## src/logic/ttm_params.svh

```systemverilog
// Constants of the three timer module: map, fields, codes, resets.
// Assumes inclusion by its bare name from the package and the top module.
// ==========================================================
// Functional notes
// - Three separate 16-bit up/down timers: one core, two auxiliary.
// - Each timer picks timer, gated, counter or incremental mode.
// - Timer mode counts prescaled CPU clock pulses.
// - Select 000b divides by 8, each step doubles, 111b by 1024.
// - Same prescaler serves core and auxiliary timer/gated modes.
// - Counter mode advances on selected edges of the external input.
// - Gated mode counts prescaled clocks only while the gate is active.
// - One input pin per timer acts as gate or count clock.
// - Direction set by software bit, optionally flipped by direction pin.
// - Incremental mode derives count and direction from A and B.
// - Core toggle latch flips on every core overflow or underflow.
// - When enabled the core toggle latch drives the output pin.
// - Core toggle latch transitions may clock either auxiliary timer.
// - Auxiliary timer may instead act as core capture or reload register.
// - Capture or reload auxiliary timers never count.
// - Capture copies the core count on a selected own-pin edge.
// - Reload loads core from auxiliary on pin edge or latch transition.
// - Two reloads on opposite latch transitions give hands-free PWM.
`ifndef TTM_PARAMS_SVH
`define TTM_PARAMS_SVH

// ==========================================================
// Widths
`define TTM_DW 16
`define TTM_CW 10
`define TTM_PW 10
`define TTM_AW 4

// ==========================================================
// Register word addresses
`define TTM_ADDR_CTL_CORE 4'h0
`define TTM_ADDR_CTL_A 4'h1
`define TTM_ADDR_CTL_B 4'h2
`define TTM_ADDR_CNT_CORE 4'h3
`define TTM_ADDR_CNT_A 4'h4
`define TTM_ADDR_CNT_B 4'h5

// ==========================================================
// Control field positions
`define TTM_F_SEL_HI 2
`define TTM_F_SEL_LO 0
`define TTM_F_MODE_HI 5
`define TTM_F_MODE_LO 3
`define TTM_F_RUN 6
`define TTM_F_DOWN 7
`define TTM_F_EXTDIR 8
`define TTM_F_TOUT 9
`define TTM_F_TL 10

// ==========================================================
// Mode codes
`define TTM_MODE_TIMER 3'h0
`define TTM_MODE_COUNTER 3'h1
`define TTM_MODE_GATE_LO 3'h2
`define TTM_MODE_GATE_HI 3'h3
`define TTM_MODE_RELOAD 3'h4
`define TTM_MODE_CAPTURE 3'h5
`define TTM_MODE_INCR 3'h6

// ==========================================================
// Reset values and prescaler base exponent (divide by 8)
`define TTM_CTL_RST 10'h000
`define TTM_CNT_RST 16'h0000
`define TTM_PS_BASE 4'h3

`endif

```

## src/logic/ttm_pkg.sv

```systemverilog
// Types of the three timer module.
// Assumes ttm_params.svh is on the include path.
`include "ttm_params.svh"

package ttm_pkg;

  // ==========================================================
  // Pin bundle: index 0 core, 1 aux a, 2 aux b
  typedef struct packed {
    logic [2:0] gate_count_input_pin;
    logic [2:0] direction_input_pin;
  } ttm_pins_s;

  // ==========================================================
  // Whole module state
  typedef struct packed {
    logic [2:0][`TTM_CW-1:0] ctl;
    logic [2:0][`TTM_DW-1:0] cnt;
    logic core_toggle_latch;
    logic [`TTM_PW-1:0] presc;
    ttm_pins_s s1;
    ttm_pins_s s2;
    ttm_pins_s s3;
    logic [`TTM_DW-1:0] rdata;
    logic tout;
  } ttm_state_s;

endpackage : ttm_pkg

```

## src/logic/ttm_top.sv

```systemverilog
// Three timer module: core timer plus two auxiliary timers.
// Assumes pins synchronous to core_clk and a one-cycle strobe register port.
//
// The implementer's own choices: the register offsets and the strobed register port.
`timescale 1ns/10ps
`include "ttm_params.svh"

module ttm_top
  import ttm_pkg::*;
(
  input wire logic core_clk,
  input wire logic sys_rst,
  input wire logic [`TTM_AW-1:0] reg_addr,
  input wire logic [`TTM_DW-1:0] reg_wdata,
  input wire logic reg_wr,
  input wire logic reg_rd,
  output logic [`TTM_DW-1:0] reg_rdata,
  input ttm_pins_s ext_pins,
  output logic toggle_output_pin
);

  // ==========================================================
  // Constants

  localparam logic [`TTM_PW-1:0] PS_ONE = `TTM_PW'(1);
  localparam logic [`TTM_DW-1:0] CNT_ONE = `TTM_DW'(1);
  localparam logic [`TTM_DW-1:0] CNT_MAX = {`TTM_DW{1'b1}};
  localparam logic [`TTM_DW-1:0] CNT_MIN = {`TTM_DW{1'b0}};

  // Reset image of the whole state
  localparam ttm_state_s ST_RST = '{
    ctl: {3{`TTM_CTL_RST}},
    cnt: {3{`TTM_CNT_RST}},
    core_toggle_latch: 1'b0,
    presc: '0,
    s1: '0,
    s2: '0,
    s3: '0,
    rdata: '0,
    tout: 1'b0
  };

  // ==========================================================
  // Helpers

  // Tick once every 8 << sel cycles of the free prescaler
  function automatic logic presc_tick(
    input logic [`TTM_PW-1:0] p,
    input logic [2:0] sel
  );
    logic [3:0] sh;
    logic [`TTM_PW-1:0] m;
    sh = {1'b0, sel} + `TTM_PS_BASE;
    m = (PS_ONE << sh) - PS_ONE;
    return (p & m) == m;
  endfunction : presc_tick

  // Edge select: bit 0 rising, bit 1 falling, both for either
  function automatic logic edge_hit(
    input logic cur,
    input logic prev,
    input logic [1:0] sel
  );
    return (sel[0] & cur & ~prev) | (sel[1] & ~cur & prev);
  endfunction : edge_hit

  // One step up or down, wrapping at the ends
  function automatic logic [`TTM_DW-1:0] step(
    input logic [`TTM_DW-1:0] v,
    input logic go_up
  );
    return go_up ? v + CNT_ONE : v - CNT_ONE;
  endfunction : step

  // Register write decode
  function automatic logic wr_hit(
    input logic wr,
    input logic [`TTM_AW-1:0] a,
    input logic [`TTM_AW-1:0] target
  );
    return wr & (a == target);
  endfunction : wr_hit

  // ==========================================================
  // State

  ttm_state_s st;
  ttm_state_s next_st;

  logic [2:0][2:0] mode;
  logic [2:0][2:0] sel;
  logic [2:0] tick;
  logic [2:0] up;
  logic [2:0] pin_edge;
  logic [2:0] reload;
  logic [2:0] capture;
  logic ovf;
  logic next_tl;
  logic tl_rise;
  logic tl_fall;

  // ==========================================================
  // Next state
  always_comb begin
    next_st = st;
    mode = '0;
    sel = '0;
    tick = '0;
    up = '0;
    pin_edge = '0;
    reload = '0;
    capture = '0;

    // Sample, then compare two clean stages for edges
    next_st.s1 = ext_pins;
    next_st.s2 = st.s1;
    next_st.s3 = st.s2;

    // Free prescaler shared by all three timers
    next_st.presc = st.presc + PS_ONE;

    // Per timer count source and direction
    for (int i = 0; i < 3; i++) begin
      mode[i] = st.ctl[i][`TTM_F_MODE_HI:`TTM_F_MODE_LO];
      sel[i] = st.ctl[i][`TTM_F_SEL_HI:`TTM_F_SEL_LO];
      pin_edge[i] = edge_hit(st.s2.gate_count_input_pin[i],
        st.s3.gate_count_input_pin[i], sel[i][1:0]);
      up[i] = ~st.ctl[i][`TTM_F_DOWN] ^
        (st.ctl[i][`TTM_F_EXTDIR] & st.s2.direction_input_pin[i]);
      case (mode[i])
        `TTM_MODE_TIMER: begin
          tick[i] = presc_tick(st.presc, sel[i]);
        end
        `TTM_MODE_GATE_LO: begin
          tick[i] = presc_tick(st.presc, sel[i]) &
            ~st.s2.gate_count_input_pin[i];
        end
        `TTM_MODE_GATE_HI: begin
          tick[i] = presc_tick(st.presc, sel[i]) &
            st.s2.gate_count_input_pin[i];
        end
        `TTM_MODE_COUNTER: begin
          // Aux timers with sel bit 2 take the latch later on
          tick[i] = pin_edge[i] & ~(sel[i][2] & (i != 0));
        end
        `TTM_MODE_INCR: begin
          // A on the gate pin, B on the direction pin
          tick[i] = (sel[i][0] & (st.s2.gate_count_input_pin[i] ^
            st.s3.gate_count_input_pin[i])) |
            (sel[i][1] & (st.s2.direction_input_pin[i] ^
            st.s3.direction_input_pin[i]));
          up[i] = (st.s2.gate_count_input_pin[i] ^
            st.s3.direction_input_pin[i]) ^
            st.ctl[i][`TTM_F_DOWN];
        end
        default: begin
          // Capture, reload and the spare code hold the count
          tick[i] = 1'b0;
        end
      endcase
      tick[i] = tick[i] & st.ctl[i][`TTM_F_RUN];
    end

    // Core wrap at either end flips the latch
    ovf = tick[0] & (up[0] ? (st.cnt[0] == CNT_MAX) :
      (st.cnt[0] == CNT_MIN));
    // Hardware flip wins over a software write in the same cycle
    if (ovf) begin
      next_tl = ~st.core_toggle_latch;
    end else if (wr_hit(reg_wr, reg_addr, `TTM_ADDR_CTL_CORE)) begin
      next_tl = reg_wdata[`TTM_F_TL];
    end else begin
      next_tl = st.core_toggle_latch;
    end
    next_st.core_toggle_latch = next_tl;
    // Transitions seen the same cycle, so reload lands on the wrap
    tl_rise = next_tl & ~st.core_toggle_latch;
    tl_fall = ~next_tl & st.core_toggle_latch;

    // Aux timers: latch clocking, reload and capture triggers
    for (int i = 1; i < 3; i++) begin
      if ((mode[i] == `TTM_MODE_COUNTER) && sel[i][2]) begin
        tick[i] = st.ctl[i][`TTM_F_RUN] &
          ((sel[i][0] & tl_rise) | (sel[i][1] & tl_fall));
      end
      if (mode[i] == `TTM_MODE_RELOAD) begin
        reload[i] = sel[i][2] ?
          ((sel[i][0] & tl_rise) | (sel[i][1] & tl_fall)) :
          pin_edge[i];
      end
      if (mode[i] == `TTM_MODE_CAPTURE) begin
        capture[i] = pin_edge[i];
      end
    end

    // Core count: reload beats counting, aux a beats aux b
    if (reload[1]) begin
      next_st.cnt[0] = st.cnt[1];
    end else if (reload[2]) begin
      next_st.cnt[0] = st.cnt[2];
    end else if (tick[0]) begin
      next_st.cnt[0] = step(st.cnt[0], up[0]);
    end

    // Aux counts: count or capture the pre-update core value
    for (int i = 1; i < 3; i++) begin
      if (capture[i]) begin
        next_st.cnt[i] = st.cnt[0];
      end else if (tick[i]) begin
        next_st.cnt[i] = step(st.cnt[i], up[i]);
      end
    end

    // Software writes to a count win over hardware
    if (wr_hit(reg_wr, reg_addr, `TTM_ADDR_CNT_CORE)) begin
      next_st.cnt[0] = reg_wdata;
    end
    if (wr_hit(reg_wr, reg_addr, `TTM_ADDR_CNT_A)) begin
      next_st.cnt[1] = reg_wdata;
    end
    if (wr_hit(reg_wr, reg_addr, `TTM_ADDR_CNT_B)) begin
      next_st.cnt[2] = reg_wdata;
    end

    // Control writes; latch bit lives apart in the core word
    if (wr_hit(reg_wr, reg_addr, `TTM_ADDR_CTL_CORE)) begin
      next_st.ctl[0] = reg_wdata[`TTM_CW-1:0];
    end
    if (wr_hit(reg_wr, reg_addr, `TTM_ADDR_CTL_A)) begin
      next_st.ctl[1] = reg_wdata[`TTM_CW-1:0];
    end
    if (wr_hit(reg_wr, reg_addr, `TTM_ADDR_CTL_B)) begin
      next_st.ctl[2] = reg_wdata[`TTM_CW-1:0];
    end

    // Output pin follows the latch when enabled
    next_st.tout = next_tl & next_st.ctl[0][`TTM_F_TOUT];

    // Read data stands one cycle only, zero otherwise
    next_st.rdata = '0;
    if (reg_rd) begin
      case (reg_addr)
        `TTM_ADDR_CTL_CORE: begin
          next_st.rdata = {5'h00, st.core_toggle_latch, st.ctl[0]};
        end
        `TTM_ADDR_CTL_A: begin
          next_st.rdata = {6'h00, st.ctl[1]};
        end
        `TTM_ADDR_CTL_B: begin
          next_st.rdata = {6'h00, st.ctl[2]};
        end
        `TTM_ADDR_CNT_CORE: begin
          next_st.rdata = st.cnt[0];
        end
        `TTM_ADDR_CNT_A: begin
          next_st.rdata = st.cnt[1];
        end
        `TTM_ADDR_CNT_B: begin
          next_st.rdata = st.cnt[2];
        end
        default: begin
          next_st.rdata = '0;
        end
      endcase
    end
  end

  // ==========================================================
  // State register
  always_ff @(posedge core_clk) begin
    if (sys_rst) begin
      st <= ST_RST;
    end else begin
      st <= next_st;
    end
  end

  // Outputs straight from flops
  assign reg_rdata = st.rdata;
  assign toggle_output_pin = st.tout;

endmodule : ttm_top

```

## config.mk

```make
export PLATFORM = sky130hd
export DESIGN_NAME = ttm_top
export DESIGN_NICKNAME = d
export VERILOG_FILES = /design/src/logic/ttm_pkg.sv /design/src/logic/ttm_top.sv
export VERILOG_INCLUDE_DIRS = /design/src /design/src/logic
export SDC_FILE = /design/constraint.sdc
export NUM_CORES = 1
export LEC_CHECK = 0
export ABC_AREA = 1
export BUFFER_PORTS_ARGS = -buffer_cell sky130_fd_sc_hd__buf_4
export CAP_MARGIN = 15
export CORE_ASPECT_RATIO = 0.9
export CORE_MARGIN = 3
export CORE_UTILIZATION = 40
export CTS_CLUSTER_DIAMETER = 150
export DETAILED_ROUTE_END_ITERATION = 7
export HOLD_SLACK_MARGIN = 0.05
export REMOVE_ABC_BUFFERS = 1
export SLEW_MARGIN = 20
export SYNTH_ARGS = -nofsm -noshare
export SYNTH_HDL_FRONTEND = slang
export SYNTH_SLANG_ARGS = --single-unit
```

## constraint.sdc

```tcl
create_clock -name core_clk -period 4.05 [get_ports core_clk]
set_input_delay 0 -clock core_clk [delete_from_list [all_inputs] [get_ports core_clk]]
set_output_delay 0 -clock core_clk [all_outputs]
set_load 0.1 [all_outputs]
```

; After elaboration in Yosys (flattened, before gate mapping)
; Cells that the tools add are included.
[totals]
regBits = 124
elab_cells = 189
inputBits = 30
out_inout_bits = 17
[op_classes]
n_eq_ne = 25
n_reduce_logical = 11
muxes = 32
add_sub_neg = 13
n_shift = 3
bitwise_logic = 88
[ops]
columns = cell, n
row1 = 16-bit two-way mux, 13
row2 = 16-bit case mux with 6 select lines, 1
row3 = 16-bit by 1-bit adder with 16-bit output (second input constant), 3
row4 = 1-bit bitwise AND, 48
row5 = 16-bit by 1-bit subtractor with 16-bit output (second input constant), 3
row6 = 10-bit bitwise AND, 3
row7 = 10-bit equality test, 3
row8 = 1-bit by 4-bit << shifter with 10-bit output (first input constant), 3
row9 = 10-bit by 1-bit subtractor with 10-bit output (second input constant), 3
row10 = 3-bit equality test (second input constant), 7
row11 = 3-bit by 2-bit equality test with 1-bit output (second input constant), 6
row12 = 16-bit equality test (second input constant), 1
row13 = 16-bit logical NOT, 1
row14 = 1-bit case mux with 5 select lines, 3
row15 = 1-bit XOR, 15
row16 = 1-bit two-way mux, 14
row17 = 1-bit inverter, 14
row18 = 3-bit by 2-bit adder with 4-bit output (second input constant), 3
row19 = 10-bit by 1-bit adder with 10-bit output (second input constant), 1
row20 = 10-bit two-way mux, 1
row21 = 3-bit by 1-bit equality test with 1-bit output (second input constant), 3
row22 = 3-bit logical NOT, 3
row23 = 4-bit by 2-bit equality test with 1-bit output (second input constant), 2
row24 = 4-bit by 3-bit equality test with 1-bit output (second input constant), 2
row25 = other kinds (7), 16

; Longest topological paths before layout
; Gate-level depths: netlist of run 1.
[logic_depth]
ltp_word = 19
depth_mapped = 21
ltp_nobuf = 21

; Least setup slack after synthesis of run 1
; Ideal clock, no wire load.
[synth_path]
path_type = register to register
start = register st (netlist bit mode[4])
end = register st[74] (netlist name)
path_slack_ns = 0.434
period_less_slack_ns = 3.616
stages_incl_launch_ff = 19
required_ns = 3.933
t_arrival_ns = 3.499
path_buffers = 0
setup_time_ns = 0.117
cell_sequence = dfxtp_1 -> inv_1 -> nor3_2 -> o21ai_0 -> o21ai_0 -> xor2_1 -> inv_1 -> fa_1 -> nand3b_1 -> nand2_1 -> a21boi_0 -> o21ai_0 -> a21boi_0 -> o21ai_0 -> xor2_1 -> o21ai_0 -> o21ai_0 -> nor2_1 -> nor2_1
[synth_between]
elab_chain_len = 6
elab_cells_between_ends = 17
cone_classes = 5 x eq/ne / 8 x mux / 1 x bitwise / 3 x reduce/logical
[synth_lines]
columns = item, line_no
row1 = from (decl), ttm_top.sv:87  ; ttm_state_s st;
row2 = from (signal assigned), ttm_top.sv:274  ; st <= next_st;
row3 = branches (longest 6 deep; another with 1-bit case mux with 5 select lines), -
; Parallel ways; which one is timed is not known. The select of a mux whose other input is x is not followed.
; A chain may end at the register's enable or synchronous reset.

; Worst setup path after layout of run 1
; Same ends and word-level chain as after synthesis.

==> flow_summary.toml, run 1 <==
[status]
status = "finished, final reports clean"

[route]
via_count = 9596
drc_errors = 0
drt_iter0_drc = 1120
ant_nets = 0
first_pass_iters = 7
routed_wl_um = 31900
avgRoutedWirePerCell_um = 18.2
vias_per_cell = 5.46

[pwr]
power_uw = 3160
peakVddDrop_mv = 0.303
power.leakage_uw = 0.00462
p_per_area_mw_per_mm2 = 303

[sta]
hold_viol_final = 0
fin_crit_sh = 0.865
tightest_slew_ns = 0.820
setup_viol = 0
relSlewSlack = 0.453
grt_setup_unrepaired = "false"
whs_ns = 0.0779
finalMaxSlewViolations = 0
timing.fmax_ghz = 0.285
totalNegativeSetupSlack_ns = 0
min_period_ns = 3.50
finClkSkew_ns = 0.0115

[synth]
synth_top_cell_by_area = "dfxtp_1"
yosys-top-cells-count = "nand2_1 (282), inv_1 (182), o21ai_0 (149)"
synthFlopType = "dfxtp_1"
synth-compound-area-share = 0.237
synth_top_family_by_area = "simple AND/OR/NAND/NOR gates"
synth.mux.area_fraction = 0.00111
synth_most_common_cell = "nand2_1"
synth-xor-area-share = 0.0378
ys_warn_count = 0
synthTopCellsByArea = "dfxtp_1 (27%), nand2_1 (12%), o21ai_0 (8.3%)"
ys_seq_elements = 124
syn_inst = 1399
synth_enable_flop_cells = 0
syn_area_sq_mm = 0.00903
post_synth_fa_ha_maj_area_fraction = 0.0704
syn_area_per_cell_sq_um = 6.46
yosysSeqAreaShare = 0.275
synth_top_area_frac = 0.275
synthSimpleGateAreaFrac = 0.263
yosys.cell_types.count = 53
async_flop_share = 0

[floorplanning]
floorplan.rows = 51
core_sq_mm = 0.0219
start_util = 0.413
die-width_um = 164
dieArea_sq_mm = 0.0244
ioPinCount = 47
die_y_um = 149

[worst_setup_path]
cp_slowest_cell = "dfxtp_1"
cpMostUsedCell = "o21ai_0"
worst_ep_required_time_ns = 4.37
slowest_delay_ns = 0.39
crit_fanout = 15
critPathLaunch = "mode[4]$_SDFFE_PP0P_"
critPathLaunchType = "flip-flop"
cp_top_family = "compound AO/OA/AOI/OAI gates"
path_class = "reg -> reg"
end_kind = "flip-flop"
cp.arrival_ns = 3.82
cp_cell_sequence = "inv_1 -> nor3_2 -> o21ai_0 -> o21ai_0 -> xor2_1 -> buf_4 -> ha_1 -> a21oi_1 -> nand2_1 -> a21boi_0 -> buf_4 -> o21ai_0 -> a21boi_0 -> o21ai_0 -> xor2_1 -> o21ai_0 -> o21ai_0 -> nor2_1 -> nor2_1"
r2r-start = "mode[4]$_SDFFE_PP0P_"
critPathBufInv = 3

[cts]
root_buffer = "clkbuf_16"
cts_buffer_depth = 2
clkLatencyLatePin_ns = 0.43
clock-sinks = 124
cts_tree = "done"
cts.clk_slew.worst_paths_ns = 0.06
cts_htree_levels = 4
cts_buffers = 17
cts_resized = 0

[place]
dp_hpwl_um = 23700
placed_cell_area_sq_mm = 0.00958
place.gp.congestion = 0.938
portBuffers = 46
dp_cells = 1699

[global_route]
grt_max_degree = 66
grt_pass1_wl_um = 49900
grt_overflow_total = 0
first_global_vias = 8840
antenna_found_initial = 0
grtUsageTotal = 0.266

[final_layout]
num-fill-cells = 2247
layout.nets = 1531
stdcell_area_sq_mm = 0.0104
drive_gt1_frac = 0.0915
n_antenna_cell = 0
area_growth_pct = 15.2
fin_cells = 1756

[hold_path]
hp-class = "in -> reg"
worstHoldStart = "reg_addr[0]"

[job]
cap_violations = 0
worst paths after layout:
| kind | to | slack [ns] | cells past startpoint |
|---|---|---|---|
| worst max-delay path | st[74]$_SDFFE_PP0P_ | 0.55 | 19 |
| worst min-delay path | mode[7]$_SDFFE_PP0P_ | 0.08 | 5 |
| worst max register to register | st[74]$_SDFFE_PP0P_ | 0.55 | 19 |
| worst min register to register | next_st[22]$_SDFF_PP0_ | 0.40 | 2 |
per-stage QoR:
step	setup slack, ns	util
after global routing	0.0147	0.476
final	0.547	0.476
after floorplan	0.426	-
after detailed placement	0.562	0.438
after global placement	0.624	0.438
after CTS	0.552	0.476
cell usage in the layout, fill, tap and decap left out, types with 30 or more instances in the layout:
master   Yosys  routed
inv_1      182     182
dfxtp_1    124     124
ha_1        46      46
o21ai_0    149     149
xor2_1      30      30
nor2_1     134     134
buf_4       17      63
nand3_1     75      75
a21oi_1    137     137
nand2_1    282     282
power by group:
group	switching [uW]	internal [uW]	leakage, uW
Sequential	35.6	1250	0.00101
Combinational	218	120	0.00334
Clock	669	866	0.000281
Total	923	2230	0.00462
area by class of cell:
cell class,count,area [sq um],area share
Sequential cell,124,2480,0.239
Clock buffer,17,425,0.0409
Tap cell,291,364,0.0350
Multi-Input combinational cell,1028,5530,0.532
Inverter,193,724,0.0696
Clock inverter,15,154,0.0148
Timing Repair Buffer,88,723,0.0695
kinds of logic after synthesis:
logic type	after synthesis
DFF	124
xor gates and xnor gates	39
buffers and inverters	252
adders and majority gates	49
AOI/OAI and AO/OA	381
other	1
and+or+nand+nor	552
muxes	1
state kept, by name, indices dropped and copies added, names as in the netlist:
name,cells
reg_rdata,16
mode,9
st,77
toggle_output_pin,1
sel,9
next_st,12
layer usage:
layer,wire length [um],vias to the layer above,GRT usage
li1,-,4752,-
met1,14900,4379,0.401
met2,13100,431,0.380
met3,3310,34,0.0599
met4,539,0,0.0696
met5,0,-,0
worst min-delay path, delay by kind of cell:
family                 cells  cell delay (ns)
AND/OR/NAND/NOR            2             0.12
AO/OA/AOI/OAI              1             0.06
buffers and inverters      2             0.26
repair_timing:
action                                 CTS  global route
hold buffers                            25             0
buffers inserted                         0             0
endpoints found under the hold margin   65             0
Power figures use the tool's default switching activity.
==> run 2, diff against run 1 <==
--- a/config.mk
+++ b/config.mk
@@ -11,10 +11,11 @@
 export CAP_MARGIN = 15
 export CORE_ASPECT_RATIO = 0.9
 export CORE_MARGIN = 3
-export CORE_UTILIZATION = 40
+export CORE_UTILIZATION = 63
 export CTS_CLUSTER_DIAMETER = 150
 export DETAILED_ROUTE_END_ITERATION = 7
 export HOLD_SLACK_MARGIN = 0.05
+export PLACE_DENSITY = 0.82
 export REMOVE_ABC_BUFFERS = 1
 export SLEW_MARGIN = 20
 export SYNTH_ARGS = -nofsm -noshare
==> run 2 against run 1 <==
  * Sequential cell count unchanged
  * Hold slack worse by 0.0045 ns
  * Total power down 3.5%
  * Global-route usage up 11 points
  * Clock skew down 0.0047 ns
  * Via count up 2.9%
  * Clock power down 7%
  * Critical path depth down 2
  * Largest cell class unchanged
  * Highest routed layer unchanged
==> flow_summary.toml, run 2 (same netlist as run 1, synthesis figures left out) <==
[floorplanning]
floorplan.rows = 40
die-width_um = 132
core_sq_mm = 0.0137
dieArea_sq_mm = 0.0158
ioPinCount = 47
start_util = 0.661
die_y_um = 120

[pwr]
p_sw_uw = 838
peakVddDrop_mv = 0.349
p_int_uw = 2210
power.leakage_uw = 0.00459
p_sw_frac = 0.275
clkPwrFrac = 0.468
p_comb_frac = 0.110
power_frac_seq = 0.422
p_per_area_mw_per_mm2 = 298

[route]
vias_per_cell = 5.99
drt_iter0_drc = 1442
routed_wl_um = 29800
avgRoutedWirePerCell_um = 18.1
drc_errors = 0
via_count = 9871
first_pass_iters = 6
ant_nets = 0

[job]
cap_violations = 0

[final_layout]
multi_input_area_sq_mm = 0.00554
num-fill-cells = 1187
n_antenna_cell = 0
largest_reg_flops = 77
layout_common_cells = "nand2_1 (282), inv_1 (182), o21ai_0 (149)"
regMostFlops = "st"
stdcell_area_sq_mm = 0.0102
area_growth_pct = 13.3
layout_commonest_cell = "nand2_1"
seq_area_sq_mm = 0.00248
layout.nets = 1528
drive_gt1_frac = 0.0877
finalCoreUtilization = 0.749

[worst_setup_path]
critPathLaunchType = "flip-flop"
crit_fanout = 7
worst_ep_required_time_ns = 4.37
cp.arrival_ns = 4.00
end_kind = "flip-flop"
path_class = "reg -> reg"

[sta]
relSlewSlack = 0.332
timing.fmax_ghz = 0.271
whs_ns = 0.0734
finalMaxSlewViolations = 0
finClkSkew_ns = 0.00676
setup_ws_ns = 0.366
min_period_ns = 3.68
hold_viol_final = 0
fin_crit_sh = 0.910
setup_viol = 0
totalNegativeSetupSlack_ns = 0
tightest_slew_ns = 1.00

[place]
place.gp.congestion = 1.00
placed_cell_area_sq_mm = 0.00942
pre_cts_slack_ns = 0.370
portBuffers = 46
dp_hpwl_um = 21600

[cts]
clkLatencyLatePin_ns = 0.43
cts_htree_levels = 4
cts_buffers = 17
clock-sinks = 124
root_buffer = "clkbuf_16"
cts_tree = "done"
postCtsSetupRepairBufs = 0
cts.clk_slew.worst_paths_ns = 0.06
cts_buffer_depth = 2

[global_route]
grtUsageTotal = 0.374
grt_max_degree = 45
grt_overflow_total = 0
first_global_vias = 8985
antenna_found_initial = 0
grt_pass1_wl_um = 47300

[status]
status = "finished, final reports clean"

[hold_path]
hp-class = "in -> reg"
run 2: changes by cell type in the layout (fill, tap and decap cells not counted), sizes merged:
cell / delta
inv: -5
dlygate4sd3: +1
clkbuf: +1
buf: -4
clkinvlp: +2
run 2: timing repair:
action	in CTS	in global routing
endpoints found under the setup margin	0	1
resized for setup	0	1
endpoints found under the hold margin	56	0
hold buffers	26	0
run 2: final cells by class:
| type | instances | area share |
|---|---|---|
| clock buffer | 18 | 0.0419 |
| clock inverter | 12 | 0.0115 |
| inverter | 193 | 0.0708 |
| multi-input combinational | 1028 | 0.541 |
| sequential | 124 | 0.243 |
| tap | 189 | 0.0231 |
| timing repair buffer | 85 | 0.0687 |
run 2: power groups by stage:
stage | Combinational, uW | Clock [uW] | Sequential, uW
6_report | 335 | 1430 | 1290
5_1_grt | 366 | 1490 | 1290
4_1_cts | 320 | 1430 | 1280
3_5_place_dp | 298 | 0 | 1310
3_3_place_gp | 295 | 0 | 1310
2_1_floorplan | 190 | 0 | 1300
run 2: path summary, 6_finish.rpt:
path / startpoint / to / slack, ns / cells past startpoint
setup / recovery: mode[4]$_SDFFE_PP0P_ / st[74]$_SDFFE_PP0P_ / 0.37 / 17
hold / removal: reg_wdata[14] / st[60]$_SDFFE_PP0P_ / 0.07 / 5
setup reg to reg: mode[4]$_SDFFE_PP0P_ / st[74]$_SDFFE_PP0P_ / 0.37 / 17
hold reg to reg: next_st[26]$_SDFF_PP0_ / next_st[20]$_SDFF_PP0_ / 0.41 / 2
run 2: critical path, stage by stage, from the launching register on:
cell and delay [ns]:
dfxtp_1 0.39, inv_1 0.12, nor3_2 0.22, o21ai_0 0.11
o21ai_0 0.18, xor2_2 0.34, ha_1 0.36, a21oi_1 0.21
nand2_1 0.12, a21boi_0 0.34, o21ai_0 0.20, a21boi_0 0.30
o21ai_0 0.14, xor2_1 0.15, o21ai_0 0.15, o21ai_0 0.10
nor2_1 0.10, nor2_1 0.05
run 2: metal layers:
| layer | track usage | part of all wire |
|---|---|---|
| met1 | 0.536 | 0.42 |
| met2 | 0.532 | 0.40 |
| met3 | 0.119 | 0.15 |
| met4 | 0.121 | 0.028 |
| met5 | 0 | 0 |
run 2: stage by stage:
step                power (uW)  cells
finish                    3050   1649
global route              3140   1649
CTS                       3030   1649
detailed placement        1610   1593
global placement          1600   1593
floorplan                 1490   1345
